--- config.mk ---
export PLATFORM = sky130hd
export DESIGN_NAME = aias_seq
export DESIGN_NICKNAME = d
export VERILOG_FILES = /design/src/hw/aias_fifo.v /design/src/hw/aias_seq.v
export VERILOG_INCLUDE_DIRS = /design/src /design/src/hw
export SDC_FILE = /design/constraint.sdc
export NUM_CORES = 1
export LEC_CHECK = 0
export ABC_AREA = 1
export ABC_CLOCK_PERIOD_IN_PS = 4960
export BUFFER_PORTS_ARGS = -buffer_cell sky130_fd_sc_hd__buf_2
export CAP_MARGIN = 30
export CORE_UTILIZATION = 54
export DETAILED_ROUTE_END_ITERATION = 8
export MAX_ROUTING_LAYER = met4
export PLACE_DENSITY = 0.76
export SLEW_MARGIN = 25
export SYNTH_ARGS = -nofsm -noshare
export SYNTH_HDL_FRONTEND = slang
export SYNTH_HIERARCHICAL = 1
export SYNTH_SLANG_ARGS = --single-unit
--- constraint.sdc ---
create_clock -name mclk -period 4.96 [get_ports mclk]
set_input_delay 0 -clock mclk [delete_from_list [all_inputs] [get_ports mclk]]
set_output_delay 0 -clock mclk [all_outputs]
set_load 0.01 [all_outputs]
--- src/hw/aias_defs.vh ---
`ifndef AIAS_DEFS_VH
`define AIAS_DEFS_VH
// ----------------------------------------
// Timing, modes and encodings
// ----------------------------------------
`define AIAS_CLK_HZ 40000000
`define AIAS_TERM_PAIRED 2'h0
`define AIAS_TERM_REF_SINGLE 2'h1
`define AIAS_TERM_NONREF_SINGLE 2'h2
`define AIAS_XFER_DMA 2'h0
`define AIAS_XFER_IRQ 2'h1
`define AIAS_XFER_DIRECT 2'h2
`define AIAS_ST_IDLE 3'h0
`define AIAS_ST_ARMED 3'h1
`define AIAS_ST_GAIN 3'h2
`define AIAS_ST_CONV 3'h3
`define AIAS_ST_WAIT 3'h4
`define AIAS_BLOCK_WORDS 8'h10
`define AIAS_PACE_DIV_RST 16'h0028
`define AIAS_FIFO_DEPTH_LOG2 4
`endif

--- src/hw/aias_fifo.v ---
`timescale 1ns/1ps
`default_nettype none
// Sample FIFO; on overflow the oldest word is dropped so new data overwrites it
module aias_fifo #(
  parameter W = 16,
  parameter AW = 4
) (
  input wire clk,
  input wire rst,
  input wire ce,
  input wire wr_en,
  input wire [W-1:0] wr_data,
  input wire rd_en,
  output reg [W-1:0] rd_data,
  output reg rd_valid,
  output wire full,
  output wire empty,
  output wire [AW:0] level,
  output reg ovf_pulse
);
  reg [W-1:0] mem [0:(1<<AW)-1];
  reg [AW:0] wp_reg;
  reg [AW:0] rp_reg;
  wire do_rd;
  wire drop;
  assign level = wp_reg - rp_reg;
  assign full = (level == (1 << AW));
  assign empty = (level == {(AW+1){1'b0}});
  assign drop = wr_en & full & ~do_rd; // A read in the same cycle frees a slot
  assign do_rd = rd_en & ~empty;
  // ----------------------------------------
  // Storage and pointers
  // ----------------------------------------
  always @(posedge clk) begin
    if (ce && wr_en) begin
      mem[wp_reg[AW-1:0]] <= wr_data;
    end
  end
  always @(posedge clk or posedge rst) begin
    if (rst) begin
      wp_reg <= {(AW+1){1'b0}};
      rp_reg <= {(AW+1){1'b0}};
      rd_data <= {W{1'b0}};
      rd_valid <= 1'b0;
      ovf_pulse <= 1'b0;
    end else if (ce) begin
      ovf_pulse <= drop;
      rd_valid <= do_rd & ~drop;
      if (wr_en) begin
        wp_reg <= wp_reg + 1'b1;
      end
      // Overwrite discards oldest word
      if (drop || do_rd) begin
        rp_reg <= rp_reg + 1'b1;
      end
      if (do_rd) begin
        rd_data <= mem[rp_reg[AW-1:0]];
      end
    end
  end
endmodule
`default_nettype wire

--- src/hw/aias_seq.v ---
`timescale 1ns/1ps
`default_nettype none
`include "aias_defs.vh"
module aias_seq #(
  parameter NENT = 4,
  parameter EW = 2,
  parameter CHW = 7,
  parameter GW = 3,
  parameter DW = 16,
  parameter CNTW = 24,
  parameter USB_VARIANT = 0
) (
  input wire mclk,
  input wire rst_n,
  input wire ce,
  input wire hw_timed,
  input wire continuous,
  input wire ext_pace_sel,
  input wire [15:0] pace_div,
  input wire ext_pacing_clk,
  input wire [1:0] xfer_mode,
  input wire [EW-1:0] scan_len_m1,
  input wire [NENT*CHW-1:0] entry_chan,
  input wire [NENT*GW-1:0] entry_gain,
  input wire [NENT*2-1:0] entry_term,
  input wire [CNTW-1:0] sample_total,
  input wire sw_convert,
  input wire host_start,
  input wire host_stop,
  input wire ref_trig_en,
  input wire start_trig,
  input wire ref_trig,
  input wire pause_trig,
  input wire conv_done,
  input wire [DW-1:0] conv_data,
  input wire host_buf_overrun,
  input wire host_read,
  input wire xfer_ready,
  input wire err_clear,
  output reg [CHW-1:0] mux_chan,
  output reg [GW-1:0] programmable_gain_amp,
  output reg [1:0] term_mode,
  output reg conv_start,
  output reg running,
  output reg done,
  output reg ref_armed,
  output reg ref_seen,
  output reg fifo_ovf_err,
  output reg host_ovf_err,
  output reg [DW-1:0] xfer_data,
  output reg xfer_valid,
  output reg xfer_block_end,
  output reg xfer_irq,
  output reg [DW-1:0] direct_data,
  output reg direct_valid
);
  // ----------------------------------------
  // Reset release and pin synchronisers
  // ----------------------------------------
  reg [1:0] rst_sync_reg;
  wire rst;
  assign rst = ~rst_sync_reg[1];
  always @(posedge mclk or negedge rst_n) begin
    if (!rst_n) begin
      rst_sync_reg <= 2'h0;
    end else begin
      rst_sync_reg <= {rst_sync_reg[0], 1'b1};
    end
  end
  reg [4:1] pin_s1_reg;
  reg [4:1] pin_s2_reg;
  reg ext_d_reg;
  // Pins from outside the clock domain take two flops
  always @(posedge mclk or posedge rst) begin
    if (rst) begin
      pin_s1_reg <= 4'h0;
      pin_s2_reg <= 4'h0;
      ext_d_reg <= 1'b0;
    end else if (ce) begin
      pin_s1_reg <= {pause_trig, ref_trig, start_trig, ext_pacing_clk};
      pin_s2_reg <= pin_s1_reg;
      ext_d_reg <= pin_s2_reg[1];
    end
  end
  wire ext_edge;
  wire st_trig_s;
  wire rf_trig_s;
  wire pz_trig_s;
  assign ext_edge = pin_s2_reg[1] & ~ext_d_reg;
  assign st_trig_s = pin_s2_reg[2];
  assign rf_trig_s = pin_s2_reg[3];
  assign pz_trig_s = pin_s2_reg[4];
  // ----------------------------------------
  // Scan pacing clock
  // ----------------------------------------
  reg [15:0] div_reg;
  wire int_tick;
  wire pace_tick;
  assign int_tick = (div_reg == 16'h0000);
  assign pace_tick = ext_pace_sel ? ext_edge : int_tick;
  always @(posedge mclk or posedge rst) begin
    if (rst) begin
      div_reg <= `AIAS_PACE_DIV_RST;
    end else if (ce) begin
      if (int_tick || !running) begin
        div_reg <= pace_div;
      end else begin
        div_reg <= div_reg - 16'h0001;
      end
    end
  end
  // ----------------------------------------
  // Sequencer
  // ----------------------------------------
  reg [2:0] st_reg;
  reg [EW-1:0] ent_reg;
  reg [CNTW-1:0] cnt_reg;
  reg pend_reg;
  wire sw_mode;
  wire eff_direct;
  wire is_last;
  wire go;
  assign sw_mode = ~hw_timed;
  // USB parts never take the direct path in hardware timing
  assign eff_direct = (xfer_mode == `AIAS_XFER_DIRECT) && !(USB_VARIANT != 0 && hw_timed);
  assign is_last = !continuous && (cnt_reg + 1'b1 >= sample_total);
  // Triggers gate only hardware-timed scans
  assign go = sw_mode ? sw_convert : (pace_tick & ~pz_trig_s);
  always @(posedge mclk or posedge rst) begin
    if (rst) begin
      st_reg <= `AIAS_ST_IDLE;
      ent_reg <= {EW{1'b0}};
      cnt_reg <= {CNTW{1'b0}};
      pend_reg <= 1'b0;
      running <= 1'b0;
      done <= 1'b0;
      ref_armed <= 1'b0;
      ref_seen <= 1'b0;
      conv_start <= 1'b0;
      mux_chan <= {CHW{1'b0}};
      programmable_gain_amp <= {GW{1'b0}};
      term_mode <= `AIAS_TERM_PAIRED;
    end else if (ce) begin
      conv_start <= 1'b0;
      if (sw_mode && sw_convert && st_reg != `AIAS_ST_IDLE) begin
        pend_reg <= 1'b1;
      end
      // Reference trigger only armed in finite mode
      if (ref_armed && hw_timed && rf_trig_s) begin
        ref_seen <= 1'b1;
      end
      case (st_reg)
        `AIAS_ST_IDLE: begin
          if (host_start) begin
            pend_reg <= 1'b0;
            done <= 1'b0;
            ref_seen <= 1'b0;
            cnt_reg <= {CNTW{1'b0}};
            ent_reg <= {EW{1'b0}};
            ref_armed <= ref_trig_en & ~continuous & hw_timed;
            running <= 1'b1;
            st_reg <= hw_timed ? `AIAS_ST_ARMED : `AIAS_ST_WAIT;
          end
        end
        `AIAS_ST_ARMED: begin
          if (st_trig_s) begin
            st_reg <= `AIAS_ST_WAIT;
          end
        end
        `AIAS_ST_WAIT: begin
          if (go || pend_reg) begin
            pend_reg <= 1'b0;
            mux_chan <= entry_chan[ent_reg*CHW +: CHW];
            programmable_gain_amp <= entry_gain[ent_reg*GW +: GW];
            term_mode <= entry_term[ent_reg*2 +: 2];
            st_reg <= `AIAS_ST_GAIN;
          end
        end
        `AIAS_ST_GAIN: begin
          conv_start <= 1'b1;
          st_reg <= `AIAS_ST_CONV;
        end
        `AIAS_ST_CONV: begin
          if (conv_done) begin
            cnt_reg <= cnt_reg + 1'b1;
            ent_reg <= (ent_reg == scan_len_m1) ? {EW{1'b0}} : ent_reg + 1'b1;
            if (is_last) begin
              done <= 1'b1;
              running <= 1'b0;
              ref_armed <= 1'b0;
              st_reg <= `AIAS_ST_IDLE;
            end else begin
              st_reg <= `AIAS_ST_WAIT;
            end
          end
        end
        default: begin
          st_reg <= `AIAS_ST_IDLE;
        end
      endcase
      // Explicit stop ends any mode
      if (host_stop) begin
        running <= 1'b0;
        ref_armed <= 1'b0;
        pend_reg <= 1'b0;
        st_reg <= `AIAS_ST_IDLE;
      end
    end
  end
  // ----------------------------------------
  // Sample FIFO
  // ----------------------------------------
  wire [DW-1:0] f_rd_data;
  wire f_rd_valid;
  wire f_ovf;
  wire f_rd_en;
  wire capture;
  reg [1:0] sk_cnt_reg;
  reg [DW-1:0] sk_a_reg;
  reg [DW-1:0] sk_b_reg;
  assign capture = (st_reg == `AIAS_ST_CONV) & conv_done;
  // Direct mode pulls on host_read; otherwise pull from FIFO only while the skid buffer is empty
  assign f_rd_en = eff_direct ? host_read : (sk_cnt_reg == 2'h0 && !f_rd_valid);
  aias_fifo #(
    .W(DW),
    .AW(`AIAS_FIFO_DEPTH_LOG2)
  ) u_fifo (
    .clk(mclk),
    .rst(rst),
    .ce(ce),
    .wr_en(capture),
    .wr_data(conv_data),
    .rd_en(f_rd_en),
    .rd_data(f_rd_data),
    .rd_valid(f_rd_valid),
    .full(),
    .empty(),
    .level(),
    .ovf_pulse(f_ovf)
  );
  // ----------------------------------------
  // Errors, set wins over clear
  // ----------------------------------------
  always @(posedge mclk or posedge rst) begin
    if (rst) begin
      fifo_ovf_err <= 1'b0;
      host_ovf_err <= 1'b0;
    end else if (ce) begin
      fifo_ovf_err <= f_ovf | (fifo_ovf_err & ~err_clear);
      host_ovf_err <= (host_buf_overrun & continuous) | (host_ovf_err & ~err_clear);
    end
  end
  // ----------------------------------------
  // Transfer path with two-entry buffer
  // ----------------------------------------
  reg [7:0] blk_reg;
  wire sk_push;
  wire sk_pop;
  assign sk_push = f_rd_valid & ~eff_direct;
  assign sk_pop = xfer_valid & xfer_ready;
  always @(posedge mclk or posedge rst) begin
    if (rst) begin
      sk_cnt_reg <= 2'h0;
      sk_a_reg <= {DW{1'b0}};
      sk_b_reg <= {DW{1'b0}};
      xfer_data <= {DW{1'b0}};
      xfer_valid <= 1'b0;
      xfer_block_end <= 1'b0;
      xfer_irq <= 1'b0;
      blk_reg <= 8'h00;
      direct_data <= {DW{1'b0}};
      direct_valid <= 1'b0;
    end else if (ce) begin
      // Direct reads, one sample per request
      direct_valid <= f_rd_valid & eff_direct;
      if (f_rd_valid && eff_direct) begin
        direct_data <= f_rd_data;
      end
      xfer_irq <= 1'b0;
      if (sk_pop) begin
        blk_reg <= xfer_block_end ? 8'h00 : blk_reg + 8'h01;
        if (xfer_block_end && xfer_mode == `AIAS_XFER_IRQ) begin
          xfer_irq <= 1'b1;
        end
      end
      case ({sk_push, sk_pop})
        2'b10: begin
          if (sk_cnt_reg == 2'h0) begin
            sk_a_reg <= f_rd_data;
          end else begin
            sk_b_reg <= f_rd_data;
          end
          sk_cnt_reg <= sk_cnt_reg + 2'h1;
        end
        2'b01: begin
          sk_a_reg <= sk_b_reg;
          sk_cnt_reg <= sk_cnt_reg - 2'h1;
        end
        2'b11: begin
          if (sk_cnt_reg == 2'h1) begin
            sk_a_reg <= f_rd_data;
          end else begin
            sk_a_reg <= sk_b_reg;
            sk_b_reg <= f_rd_data;
          end
        end
        default: begin
          sk_cnt_reg <= sk_cnt_reg;
        end
      endcase
      // Output stage mirrors head of buffer; block end only tags a shown word
      xfer_valid <= (sk_cnt_reg - (sk_pop ? 2'h1 : 2'h0)) != 2'h0 || sk_push;
      xfer_data <= sk_pop ? ((sk_cnt_reg == 2'h2) ? sk_b_reg : f_rd_data)
                          : ((sk_cnt_reg == 2'h0) ? f_rd_data : sk_a_reg);
      xfer_block_end <= (sk_pop ? blk_reg + 8'h01 : blk_reg) == (`AIAS_BLOCK_WORDS - 8'h01)
                        && !(sk_pop && xfer_block_end)
                        && ((sk_cnt_reg - (sk_pop ? 2'h1 : 2'h0)) != 2'h0 || sk_push);
    end
  end
endmodule
`default_nettype wire
==> results.py <==
metrics = {
    "route": {
        "drc": 0,
        "dr_total_vias": 16400,
        "viasPerCell": 5.64,
        "drt-initial-drc-count": 1489,
        "ant_nets": 0,
        "drtPass1Iterations": 6,
        "wl_per_cell_um": 17.7,
        "wirelength_um": 51400,
    },
    "finish": {
        "layout_common_cells": "nand2_1 (398), nor2_1 (285), edfxtp_1 (256), o21ai_0 (244), buf_2 (180)",
        "multi_input_area_um2": 7120,
        "final_common_cell": "nand2_1",
        "fill_cells": 2822,
        "antenna_cells": 0,
        "area_growth_pct": 17.9,
        "final_layout_size_suffix_gt1_frac": 0.142,
        "postLayoutCellArea_um2": 24200,
        "register_area_um2": 12300,
        "largest_reg_flops": 256,
        "final_nets": 2534,
    },
    "yosys": {
        "synth_nets": 2299,
        "yosysWarningCount": 6,
        "syn_avg_cell_area_um2": 9.65,
        "synthCells": 2127,
        "synth.cell_area_um2": 20500,
    },
    "power_and_ir_drop": {
        "pwr_density_cell_nw_per_um2": 500,
        "ir_worst_vdd_mv": 0.416,
        "p_leak_nw": 10.2,
        "fin_total_pwr_mw": 12.1,
    },
    "place": {
        "dpl.hpwl_um": 31400,
        "numPortBuffers": 181,
        "gp_congestion": 0.912,
        "placed_cell_area_um2": 21900,
    },
    "clock_tree": {
        "htree_levels": 2,
        "postCtsSetupBuffers": 0,
        "cts.sinks": 438,
        "clk-insertion-delay-late_ps": 550,
        "clock_tree.root_cell": "clkbuf_16",
        "clkSlewWorstSetupHoldPaths_ps": 60,
        "cts_made_buffers": 45,
        "clockBufferDepth": 3,
        "cts_tree": "done",
    },
    "die": {
        "die-area_um2": 38800,
        "ioPinCount": 182,
        "die_w_um": 197,
        "die_y_um": 197,
        "initial_utilization": 0.546,
        "num_rows": 71,
        "core-area_um2": 37600,
    },
    "sta": {
        "hold_viol_final": 0,
        "worstMarginPinSlew_ps": 964,
        "slew_viol_final": 0,
        "finalSetupViolCount": 0,
        "fin_crit_sh": 0.735,
        "skew_ps": 19.9,
        "relSlewSlack": 0.358,
        "fmax_mhz": 274,
        "rsz0062_at_grt": "false",
        "final.setup.tns_ps": 0,
        "finalCriticalPeriod_ps": 3650,
        "whs_ps": 15.8,
    },
    "flow_run": {
        "cap_violations": 0,
    },
    "min_path": {
        "hold_path_class": "in -> reg",
    },
    "global_route": {
        "grt_pass1_wl_um": 82000,
        "groute.usage.overall": 0.273,
        "grt_pass1_vias": 16000,
        "antenna_found_initial": 0,
        "grt_remaining_overflow": 0,
        "grt_max_degree": 100,
    },
    "setup_path": {
        "crit_path_max_fanout": 6,
        "worstSetupEndpointType": "flip-flop",
        "cp_data_required_time_ps": 5380,
        "path_class": "reg -> reg",
        "critPathArrivalTime_ps": 4070,
        "start_kind": "flip-flop",
    },
    "status": {
        "outcome": "completed",
    },
}
-- metrics by stage --
step           utilization  cells  setup slack [ps]
6_report             0.644   2908              1310
5_1_grt              0.644   2908               926
4_1_cts              0.643   2905              1410
3_5_place_dp         0.583   2744              1890
3_3_place_gp         0.579   2736              1840
2_1_floorplan            -   2127               335
-- critical path, cell delays in order (launching register included) --
cell and delay, ps:
dfrtp_1 450, ha_1 260, nand2_1 100, nor2_2 220, nand2_1 130, nor2_1 100
inv_1 70, nor2_1 160, xor2_1 120, ha_1 290, nand2_1 60, nor2_1 150
nand4_1 100, nor2_1 110, nand2_1 60, nand3_1 150, nand3_1 100, nand2_1 70
nand2_1 100, nand3_1 110, nand2_1 60, dlygate4sd3_1 550
-- path summary, 6_finish.rpt --
check                                          start                          to  slack [ps]  depth (start not counted)
setup / recovery              cnt_reg[0]$_DFFE_PN0P_         running$_DFFE_PN0P_        1310                         21
hold / removal                                    ce  xfer_block_end$_DFFE_PN0P_          20                          3
setup reg to reg              cnt_reg[0]$_DFFE_PN0P_         running$_DFFE_PN0P_        1310                         21
hold reg to reg            rst_sync_reg[1]$_DFF_PN0_    xfer_data[2]$_DFFE_PN0P_         250                          0
max in group asynchronous  rst_sync_reg[1]$_DFF_PN0_      div_reg[5]$_DFFE_PN1P_        3510                          2
min in group asynchronous  rst_sync_reg[1]$_DFF_PN0_    xfer_data[2]$_DFFE_PN0P_         250                          0
-- what timing repair did --
item,in CTS,in global routing
hold buffers,79,0
gates resized for setup,0,0
hold endpoints to repair,304,0
-- final cells by class --
| cell class | instances | area share |
|---|---|---|
| timing repair buffer | 291 | 0.0832 |
| clock buffer | 59 | 0.0516 |
| sequential | 438 | 0.506 |
| clock inverter | 23 | 0.00910 |
| tap | 511 | 0.0264 |
| multi-input combinational | 1397 | 0.294 |
| inverter | 189 | 0.0296 |
-- where the power goes --
part / switching, mW / internal, mW
combinational: 2.56 / 1.33
clock: 1.38 / 1.98
sequential: 0.448 / 4.40
total: 4.38 / 7.71
-- metal layers --
metal  part of all wire  global-route usage  routed length (um)
met1               0.42               0.360               21700
met2               0.47               0.436               24100
met5                  0                   -                   0
met3              0.084              0.0417                4320
met4              0.026              0.0864                1320
No activity file was read; power rests on OpenSTA's default activity.
